--- src/logic/ltq_pkg.sv ---
package ltq_pkg;
  localparam int           REG_AW       = 6;
  localparam logic [5:0]   A_CTRL       = 6'h00;
  localparam logic [5:0]   A_LEVEL      = 6'h04;
  localparam logic [5:0]   A_PRESET     = 6'h08;
  localparam logic [5:0]   A_SCALE      = 6'h0c;
  localparam logic [5:0]   A_PRECOND    = 6'h10;
  localparam logic [5:0]   A_THR01      = 6'h14;
  localparam logic [5:0]   A_THR23      = 6'h18;
  localparam logic [5:0]   A_ZONE       = 6'h1c;
  localparam logic [5:0]   A_TLIMIT     = 6'h20;
  localparam logic [5:0]   A_HOLDOFF    = 6'h24;
  localparam logic [5:0]   A_STATUS     = 6'h28;
  // Levels are signed millivolts
  localparam logic [15:0]  TTL_MV       = 16'h0578;
  localparam logic [15:0]  ECL_MV       = 16'hfaec;
  localparam logic [4:0]   LEVEL_DIVS   = 5'h0c;
  localparam logic [15:0]  SCALE_RST    = 16'h03e8;
  localparam logic [1:0]   PRE_TTL      = 2'h1;
  localparam logic [1:0]   PRE_ECL      = 2'h2;
  localparam logic [1:0]   PRE_MID      = 2'h3;
  localparam int           CLK_PS       = 5000;
  localparam int           ZONE_MIN_PS  = 2000;
  localparam int           HOLDOFF_PS   = 250000;
  localparam int           ZMC          = (ZONE_MIN_PS + CLK_PS - 1) / CLK_PS;
  localparam logic [8:0]   ZONE_MIN_CYC = 9'(ZMC < 1 ? 1 : ZMC);
  localparam logic [31:0]  HOLDOFF_RST  = 32'(HOLDOFF_PS / CLK_PS);
  localparam logic [7:0]   SINCE_MAX    = 8'hff;
  typedef enum logic [1:0] {CLS_PAT, CLS_STATE, CLS_ZONE} ltq_cls_t;
  typedef enum logic [1:0] {FN_AND, FN_NAND, FN_OR, FN_NOR} ltq_fn_t;
  typedef enum logic [1:0] {PC_X, PC_HIGH, PC_LOW} ltq_pc_t;
  typedef enum logic [1:0] {TQ_OFF, TQ_LESS, TQ_MORE} ltq_tq_t;
  typedef enum logic {ST_HOLDOFF, ST_ARMED} ltq_st_t;
  typedef struct packed {
    logic       clk_fall;
    logic [1:0] clk_src;
    logic [1:0] data_src;
    logic [1:0] edge_src;
    logic [1:0] tq;
    logic [1:0] fn;
    logic       goes_false;
    logic       slope_fall;
    logic [1:0] cls;
    logic       logic_type;
  } ltq_ctrl_t;
  typedef struct packed {
    logic signed [7:0] hold;
    logic signed [7:0] setup;
  } ltq_zone_t;
  localparam ltq_ctrl_t    CTRL_RST     = '0;
endpackage : ltq_pkg

--- src/logic/ltq_trigger.sv ---
`timescale 1ns/1ps
// Summary of operation
// - Edge trigger fires only on level crossings in the chosen slope direction.
// - TTL preset loads level +1.4 V, then clamped.
// - ECL preset loads level -1.3 V, then clamped.
// - Level limited to twelve divisions about center.
// - Midpoint preset loads middle of tracked peak-to-peak source swing.
// - Pattern fires as function goes true, or false if chosen; optional timing.
// - Pattern waits for holdoff end then samples all four channels.
// - State samples channels at selected fourth channel edge after holdoff.
// - Function selectable as AND, NAND, OR or NOR.
// - Goes-false swaps AND with NAND and OR with NOR.
// - Pattern uses four inputs; state uses fourth as clock, three as inputs.
// - Zone class has data source, clock source, edge, levels, setup, hold.
// - Data change inside zone around active clock edge triggers.
// - After holdoff, check zone at each clock edge and each data edge; trigger point at the later of the two.
// - Positive setup and hold make zone span the clock edge.
// - Negative setup or hold moves zone wholly after or before edge.
// - Logic classes use per-channel thresholds instead of one level.
// - Each input has high, low or don't care; don't care excluded.
// - Timed pattern measures true span and fires at its false edge.
module ltq_trigger #(
  parameter int SW = 16
) (
  input  wire logic                    core_clk,
  input  wire logic                    rst,
  input  wire logic [3:0][SW-1:0]      ch_sample,
  input  wire logic [5:0]              reg_addr,
  input  wire logic [31:0]             reg_wdata,
  input  wire logic                    reg_wr,
  input  wire logic                    reg_rd,
  output logic      [31:0]             reg_rdata,
  output logic                         trig_out,
  output logic                         armed
);
  generate
    if (SW < 16 || SW > 24) begin : g_bad_sw
      $error("ltq_trigger: SW must be 16 to 24");
    end
  endgenerate

  logic [3:0][SW-1:0] ch_s1, ch_s2;
  ltq_pkg::ltq_ctrl_t ctrl, next_ctrl;
  ltq_pkg::ltq_zone_t zone, next_zone;
  ltq_pkg::ltq_st_t   st, next_st;
  logic [SW-1:0]      level_raw, next_level_raw, mx, next_mx, mn, next_mn;
  logic [15:0]        scale, next_scale;
  logic [7:0]         precond, next_precond;
  logic [3:0][15:0]   thr, next_thr;
  logic [31:0]        tlimit, next_tlimit, holdoff, next_holdoff;
  logic [31:0]        hcnt, next_hcnt, tq_cnt, next_tq_cnt, trig_cnt, next_trig_cnt;
  logic [31:0]        next_rdata;
  logic               next_trig;
  logic [3:0]         cmp_q, next_cmp_q, cmp;
  logic               e_q, next_e_q, e_cur, f_q, next_f_q;
  logic [7:0]         since_d, next_since_d, since_c, next_since_c;

  logic signed [SW:0] lim, eff_level;
  logic [20:0]        lim_full;
  logic [SW-1:0]      esrc;
  logic [3:0]         term, used;
  logic               all_t, any_t, fv, fire;
  logic               dcur, ccur, dtr, cedge, sedge;
  logic [7:0]         sd_now, sc_now;
  logic signed [8:0]  s9, h9, lo_c, lo_d;

  always_comb begin
    lim_full = {5'h00, scale} * {16'h0000, ltq_pkg::LEVEL_DIVS};
    // Clamp span saturates at the largest level that a sample can hold
    if (int'(lim_full) > (1 << (SW - 1)) - 1) begin
      lim = (SW+1)'((1 << (SW - 1)) - 1);
    end else begin
      lim = (SW+1)'(lim_full);
    end
    eff_level = (SW+1)'(signed'(level_raw));
    if (eff_level > lim) begin
      eff_level = lim;
    end else if (eff_level < -lim) begin
      eff_level = -lim;
    end
    esrc = ch_s2[ctrl.edge_src];
    // Both sides signed at full width so negative levels compare right
    e_cur = ($signed(esrc) > eff_level) ? 1'b1 : 1'b0;
    for (int i = 0; i < 4; i++) begin
      cmp[i]  = $signed(ch_s2[i]) > $signed(SW'(signed'(thr[i])));
      term[i] = (ltq_pkg::ltq_pc_t'(precond[2*i +: 2]) == ltq_pkg::PC_HIGH) ? cmp[i] : ~cmp[i];
      used[i] = ltq_pkg::ltq_pc_t'(precond[2*i +: 2]) inside {ltq_pkg::PC_HIGH, ltq_pkg::PC_LOW};
    end
    if (ctrl.cls == ltq_pkg::CLS_STATE) begin
      // Fourth channel is the state clock, never a term
      used[3] = 1'b0;
    end
    all_t = &(term | ~used);
    any_t = |(term & used);
    unique case (ltq_pkg::ltq_fn_t'(ctrl.fn))
      ltq_pkg::FN_AND:  fv = all_t;
      ltq_pkg::FN_NAND: fv = ~all_t;
      ltq_pkg::FN_OR:   fv = any_t;
      ltq_pkg::FN_NOR:  fv = ~any_t;
    endcase
    fv = fv ^ ctrl.goes_false;
    dcur  = cmp[ctrl.data_src];
    ccur  = cmp[ctrl.clk_src];
    dtr   = dcur ^ cmp_q[ctrl.data_src];
    cedge = ctrl.clk_fall ? (cmp_q[ctrl.clk_src] & ~ccur) : (~cmp_q[ctrl.clk_src] & ccur);
    sedge = ctrl.clk_fall ? (cmp_q[3] & ~cmp[3]) : (~cmp_q[3] & cmp[3]);
    sd_now = dtr ? 8'h00 : since_d;
    sc_now = cedge ? 8'h00 : since_c;
    s9 = 9'(zone.setup);
    h9 = 9'(zone.hold);
    // Too narrow a zone is widened on the hold side
    if (s9 + h9 < signed'(ltq_pkg::ZONE_MIN_CYC)) begin
      h9 = signed'(ltq_pkg::ZONE_MIN_CYC) - s9;
    end
    lo_c = s9 < 0 ? -s9 : 9'sh000;
    lo_d = h9 < 0 ? -h9 : 9'sh000;
    fire = 1'b0;
    if (ctrl.logic_type == 1'b0) begin
      fire = ctrl.slope_fall ? (e_q & ~e_cur) : (~e_q & e_cur);
    end else begin
      unique case (ctrl.cls)
        ltq_pkg::CLS_PAT: begin
          unique case (ctrl.tq)
            ltq_pkg::TQ_LESS: fire = ~fv & f_q & (tq_cnt < tlimit);
            ltq_pkg::TQ_MORE: fire = ~fv & f_q & (tq_cnt > tlimit);
            default:          fire = fv & ~f_q;
          endcase
        end
        ltq_pkg::CLS_STATE: fire = sedge & fv;
        ltq_pkg::CLS_ZONE: begin
          // Data edge after the clock edge, or clock edge after the data edge
          fire = (dtr & signed'({1'b0, sc_now}) >= lo_c & signed'({1'b0, sc_now}) <= h9)
               | (cedge & signed'({1'b0, sd_now}) >= lo_d
                  & signed'({1'b0, sd_now}) <= s9);
        end
        default: fire = 1'b0;
      endcase
    end
  end

  always_comb begin
    next_ctrl     = ctrl;
    next_zone     = zone;
    next_level_raw = level_raw;
    next_scale    = scale;
    next_precond  = precond;
    next_thr      = thr;
    next_tlimit   = tlimit;
    next_holdoff  = holdoff;
    next_mx       = ($signed(esrc) > $signed(mx)) ? esrc : mx;
    next_mn       = ($signed(esrc) < $signed(mn)) ? esrc : mn;
    // Read data stands for one cycle only
    next_rdata    = 32'h0000_0000;
    if (reg_wr) begin
      unique case (reg_addr)
        ltq_pkg::A_CTRL:    next_ctrl = reg_wdata[$bits(ltq_pkg::ltq_ctrl_t)-1:0];
        ltq_pkg::A_LEVEL:   next_level_raw = reg_wdata[SW-1:0];
        ltq_pkg::A_SCALE:   next_scale = reg_wdata[15:0];
        ltq_pkg::A_PRECOND: next_precond = reg_wdata[7:0];
        ltq_pkg::A_THR01:   next_thr[1:0] = reg_wdata;
        ltq_pkg::A_THR23:   next_thr[3:2] = reg_wdata;
        ltq_pkg::A_ZONE:    next_zone = reg_wdata[15:0];
        ltq_pkg::A_TLIMIT:  next_tlimit = reg_wdata;
        ltq_pkg::A_HOLDOFF: next_holdoff = reg_wdata;
        ltq_pkg::A_PRESET: begin
          unique case (reg_wdata[1:0])
            ltq_pkg::PRE_TTL: next_level_raw = SW'(signed'(ltq_pkg::TTL_MV));
            ltq_pkg::PRE_ECL: next_level_raw = SW'(signed'(ltq_pkg::ECL_MV));
            ltq_pkg::PRE_MID: begin
              next_level_raw = SW'((SW+1)'(signed'(mx)) + (SW+1)'(signed'(mn)) >>> 1);
              // Restart tracking so the next midpoint follows the present swing
              next_mx = esrc;
              next_mn = esrc;
            end
            default: next_level_raw = level_raw;
          endcase
        end
        default: next_ctrl = ctrl;
      endcase
    end
    if (reg_rd) begin
      unique case (reg_addr)
        ltq_pkg::A_CTRL:    next_rdata = 32'(ctrl);
        ltq_pkg::A_LEVEL:   next_rdata = 32'(signed'(eff_level));
        ltq_pkg::A_SCALE:   next_rdata = {16'h0000, scale};
        ltq_pkg::A_PRECOND: next_rdata = {24'h000000, precond};
        ltq_pkg::A_THR01:   next_rdata = thr[1:0];
        ltq_pkg::A_THR23:   next_rdata = thr[3:2];
        ltq_pkg::A_ZONE:    next_rdata = {16'h0000, zone};
        ltq_pkg::A_TLIMIT:  next_rdata = tlimit;
        ltq_pkg::A_HOLDOFF: next_rdata = holdoff;
        ltq_pkg::A_STATUS:  next_rdata = {st == ltq_pkg::ST_ARMED, trig_cnt[30:0]};
        default:            next_rdata = 32'h0000_0000;
      endcase
    end
  end

  always_comb begin
    next_st       = st;
    next_hcnt     = hcnt;
    next_trig     = 1'b0;
    next_trig_cnt = trig_cnt;
    next_cmp_q    = cmp;
    next_e_q      = e_cur;
    next_f_q      = fv;
    // Edge distances saturate; that far lies outside any zone
    next_since_d  = dtr ? 8'h01 : (since_d == ltq_pkg::SINCE_MAX ? since_d : since_d + 8'h01);
    next_since_c  = cedge ? 8'h01 : (since_c == ltq_pkg::SINCE_MAX ? since_c : since_c + 8'h01);
    // Saturating true-span count; a very long span still compares as more
    next_tq_cnt   = fv ? ((f_q && tq_cnt != 32'hffff_ffff) ? tq_cnt + 32'h1 : 32'h1) : tq_cnt;
    unique case (st)
      ltq_pkg::ST_HOLDOFF: begin
        // Detectors held clear so nothing seen in holdoff leaks into the armed window
        next_f_q     = 1'b0;
        next_e_q     = e_cur;
        next_tq_cnt  = 32'h0;
        next_since_d = ltq_pkg::SINCE_MAX;
        next_since_c = ltq_pkg::SINCE_MAX;
        if (hcnt == 32'h0) begin
          next_st = ltq_pkg::ST_ARMED;
        end else begin
          next_hcnt = hcnt - 32'h1;
        end
      end
      ltq_pkg::ST_ARMED: begin
        if (fire) begin
          next_trig     = 1'b1;
          next_trig_cnt = trig_cnt + 32'h1;
          next_st       = ltq_pkg::ST_HOLDOFF;
          next_hcnt     = holdoff;
        end
      end
    endcase
  end

  // Samples cross from the digitiser; two stages before any logic sees them
  always_ff @(posedge core_clk or posedge rst) begin
    if (rst) begin
      ch_s1     <= '0;
      ch_s2     <= '0;
    end else begin
      ch_s1     <= ch_sample;
      ch_s2     <= ch_s1;
    end
  end

  always_ff @(posedge core_clk or posedge rst) begin
    if (rst) begin
      ctrl      <= ltq_pkg::CTRL_RST;
      zone      <= '0;
      level_raw <= '0;
      mx        <= '0;
      mn        <= '0;
      scale     <= ltq_pkg::SCALE_RST;
      precond   <= '0;
      thr       <= '0;
      tlimit    <= '0;
      holdoff   <= ltq_pkg::HOLDOFF_RST;
      reg_rdata <= '0;
    end else begin
      ctrl      <= next_ctrl;
      zone      <= next_zone;
      level_raw <= next_level_raw;
      mx        <= next_mx;
      mn        <= next_mn;
      scale     <= next_scale;
      precond   <= next_precond;
      thr       <= next_thr;
      tlimit    <= next_tlimit;
      holdoff   <= next_holdoff;
      reg_rdata <= next_rdata;
    end
  end

  always_ff @(posedge core_clk or posedge rst) begin
    if (rst) begin
      st        <= ltq_pkg::ST_HOLDOFF;
      hcnt      <= ltq_pkg::HOLDOFF_RST;
      tq_cnt    <= '0;
      trig_cnt  <= '0;
      cmp_q     <= '0;
      e_q       <= 1'b0;
      f_q       <= 1'b0;
      since_d   <= ltq_pkg::SINCE_MAX;
      since_c   <= ltq_pkg::SINCE_MAX;
      trig_out  <= 1'b0;
      armed     <= 1'b0;
    end else begin
      st        <= next_st;
      hcnt      <= next_hcnt;
      tq_cnt    <= next_tq_cnt;
      trig_cnt  <= next_trig_cnt;
      cmp_q     <= next_cmp_q;
      e_q       <= next_e_q;
      f_q       <= next_f_q;
      since_d   <= next_since_d;
      since_c   <= next_since_c;
      trig_out  <= next_trig;
      armed     <= next_st == ltq_pkg::ST_ARMED;
    end
  end
endmodule : ltq_trigger

--- config.mk ---
export PLATFORM = sky130hd
export DESIGN_NAME = ltq_trigger
export DESIGN_NICKNAME = d
export VERILOG_FILES = /design/src/logic/ltq_pkg.sv /design/src/logic/ltq_trigger.sv
export SDC_FILE = /design/constraint.sdc
export NUM_CORES = 2
export LEC_CHECK = 0
export ABC_AREA = 1
export BUFFER_PORTS_ARGS = -buffer_cell sky130_fd_sc_hd__clkbuf_2
export CAP_MARGIN = 20
export CELL_PAD_IN_SITES_DETAIL_PLACEMENT = 0
export CELL_PAD_IN_SITES_GLOBAL_PLACEMENT = 1
export CORE_ASPECT_RATIO = 1.1
export CORE_MARGIN = 5
export CORE_UTILIZATION = 47
export DETAILED_ROUTE_END_ITERATION = 10
export PLACE_DENSITY_LB_ADDON = 0.1
export SLEW_MARGIN = 20
export SYNTH_ARGS = -nofsm -noshare
export SYNTH_HDL_FRONTEND = slang
export SYNTH_SLANG_ARGS = --single-unit
--- constraint.sdc ---
create_clock -name core_clk -period 21.8 [get_ports core_clk]
set_input_delay 4.36 -clock core_clk [delete_from_list [all_inputs] [get_ports core_clk]]
set_output_delay 4.36 -clock core_clk [all_outputs]
set_load 0.02 [all_outputs]
==> summary.txt <==
Status - completed
Row cnt - 97
Worst setup path category - reg -> reg
PnR Total Power - 3.761 mW
Leak - 16.44 nW
CTS sink cnt - 511
DR pass1 iterations - 6
Switching power of the nets - 1.583 mW
Critical path origin - scale[0]
Main area contributors after synthesis - dfrtp_1 (40%), nand2_1 (11%), ha_1 (11%)
DPL Wire Length - 81,760 microns
Tot GR Track Use - 0.2983
Most common cell on crit path - nand2_1
Num CTS Buffers - 57
Synth area leader - dfrtp_1
CP peak stage delay - 0.77 ns
Clk slew on worst S/H paths - 0.06 ns
Routed wire length per instance - 22.14 microns
Die span in y - 276.0 microns
Port bufs - 139
Post-CTS sizing - 0
Final WL - 105,700 microns
Starting density of the core - 0.4744
Layout cells sized above 1 - 0.09456
Slowest cell on the critical path - nand2_2
Core Region - 63,720 sq um
Worst hold path type - reg -> reg
Place WS - 12.04 ns
Vias per cell - 5.691
Max IR drop VDD - 0.00007720 V
Initial antenna violation count - 2
Comb pwr share - 0.397
Placer Congestion - 0.9750
Die W - 251.8 microns
CTS tree - built
Worst R2R Start - scale[0]
Antenna viol nets, final - 0
Final Instance Count excl. Fillers - 4,775
Post-synthesis sequential area ratio - 0.4242
Yosys top cell area share - 0.3998
Hold WS - 0.3365 ns
P&R area growth vs syn - 11.60%
Synth Instances - 3,772
Largest net degree at the start of global routing - 112
Root buffer cell - clkbuf_16
RSZ-0062 raised after global routing - no
Synth top cells by count - nand2_1 (878), dfrtp_1 (483), inv_1 (478)
Die area - 69,500 sq um
Fillers - 6,130
Placed cell count - 4,666
WP data arrival - 10.49 ns
Post-synth ARST share - 1.000
First-pass GRT wire length - 159,600 microns
Setup violations, final - 0
Syn. warnings - 0
Net Sw Frac - 0.4210
Antenna diode count - 0
I/O Pins - 140
Clock Latency Late Sink - 0.65 ns
Synth cell types - 60
CP max FO - 70
Final hold vios - 0
Slew Viols, Final - 0
Vias post-DR - 27,180
Hold path start - ch_s1[40]
Sequential cell fraction of total power - 0.333
Final #Nets - 4,256
Mapped Area - 30,230 sq um
Post-synthesis register bit count - 511
Drt drc - 0
H-tree levels - 2
Number of synthesized flops with an enable pin - 0
Most frequent cell after synthesis - nand2_1
Startpoint Class - flip-flop
Minimum clock period - 9.916 ns
Postcts setup bufs - 0
Vias in the first global route - 25,980
Worst rel slew slack - 0.1511
Setup tns final - 0 ns
Synth Flop Type - dfrtp_1
Hold_buf cts - 0
Initial DRC count - 2,531
Period utilization - 0.4549
Setup crit end kind - flip-flop
PD cells - 111.5 nW/um^2
Pint - 2.177 mW
Data required time at the worst endpoint - 22.38 ns
Gr ovfl total - 0
Final worst slack - 11.88 ns
Clock tree buffer depth - 3
Clock share of power - 0.270
Slew @ Worst Pin - 1.241 ns
FMAX - 100.8 MHz
MaxCap Viol Count - 0
Synth Area per Inst - 8.014 sq um
Layout Skew - 0.03572 ns
-- cells in the final DEF, fill, tap and decap left out, drive strengths merged, types with 4 or more instances in the layout --
| cell type | count |
|---|---|
| a21o | 6 |
| nand3 | 166 |
| a22oi | 26 |
| clkinvlp | 8 |
| nor3 | 60 |
| dfstp | 28 |
| a21boi | 4 |
| bufinv | 6 |
| o221ai | 5 |
| nand2 | 887 |
| o211ai | 17 |
| nor2 | 267 |
| inv | 488 |
| o31ai | 9 |
| xnor2 | 10 |
| ha | 261 |
| nand4 | 48 |
| dfrtp | 483 |
| o21bai | 9 |
| a211oi | 22 |
| o22ai | 78 |
| or2 | 16 |
| a2111oi | 10 |
| a221oi | 14 |
| o21ai | 416 |
| a31oi | 14 |
| xor2 | 81 |
| nor4 | 19 |
| clkbuf | 207 |
| o2111ai | 9 |
| buf | 27 |
| o41ai | 4 |
| o21a | 9 |
| a21oi | 176 |
| clkinv | 26 |
-- worst max-delay path, delay by kind of cell (launching register included) --
family / cells / cell delay (ns)
DFF: 1 / 0.49
AOI/OAI and AO/OA: 12 / 2.55
and+or+nand+nor: 24 / 5.01
adders and majority gates: 4 / 1.19
xor gates and xnor gates: 1 / 0.24
buffers and inverters: 4 / 0.31
-- kinds of logic after synthesis --
logic type,Yosys count,share of synthesized area
simple gates,1471,0.2049
compound gates,833,0.1576
buf+inv,601,0.07682
flops,511,0.4242
fa+ha+maj,264,0.1100
xor+xnor,91,0.02636
other cells,1,0.0001240
-- layout make-up --
cell class / count / area (sq um) / share of cell area
Clock inverter: 39 / 467.9 / 0.01387
Multi-Input combinational cell: 2661 / 15130 / 0.4486
Tap cell: 841 / 1052 / 0.03119
Timing Repair Buffer: 166 / 905.9 / 0.02685
Inverter: 489 / 1846 / 0.05470
Sequential cell: 511 / 12820 / 0.3801
Clock buffer: 68 / 1508 / 0.04469
-- sequential cells by signal, summed over array words and instances (netlist names), 4 cells and up --
name,count
scale,16
s9,8
reg_rdata,32
since_d,8
thr,64
precond,8
mx,16
hcnt,32
ctrl,16
tlimit,32
holdoff,32
level_raw,16
ch_s2,64
tq_cnt,32
since_c,8
mn,16
zone,8
trig_cnt,31
ch_s1,64
cmp_q,4
-- metal layers --
| layer | vias to the layer above | routed length [microns] | track usage |
|---|---|---|---|
| li1 | 12840 | - | - |
| met1 | 13150 | 47430 | 0.4282 |
| met2 | 1030 | 47530 | 0.4751 |
| met3 | 155 | 7669 | 0.04818 |
| met4 | 2 | 3076 | 0.07814 |
| met5 | - | 13 | 0 |
-- through the flow --
step	utilization	instance area, sq um
2_1_floorplan	-	30230
6_report	0.5295	33740
3_5_place_dp	0.4979	31720
5_1_grt	0.5295	33740
4_1_cts	0.5289	33700
3_3_place_gp	0.4979	31720
-- worst paths after layout --
| path | slack, ns | depth (start not counted) | to |
|---|---|---|---|
| worst max-delay path | 11.88 | 45 | hcnt[27] |
| worst min-delay path | 0.34 | 0 | ch_s2[40] |
| worst max register to register | 11.88 | 45 | hcnt[27] |
| worst min register to register | 0.34 | 0 | ch_s2[40] |
| max in group asynchronous | 15.75 | 4 | ch_s2[17] |
| min in group asynchronous | 3.86 | 2 | thr[22] |
-- power groups by stage --
stage / Combinational [mW] / Sequential, mW / Clock [mW]
2_1_floorplan: 1.09 / 1.21 / 0
3_3_place_gp: 1.43 / 1.26 / 0
3_5_place_dp: 1.47 / 1.27 / 0
4_1_cts: 1.48 / 1.25 / 1.03
5_1_grt: 1.70 / 1.27 / 1.07
6_report: 1.49 / 1.25 / 1.01
Note: power is estimated with default switching activity, not from simulation.
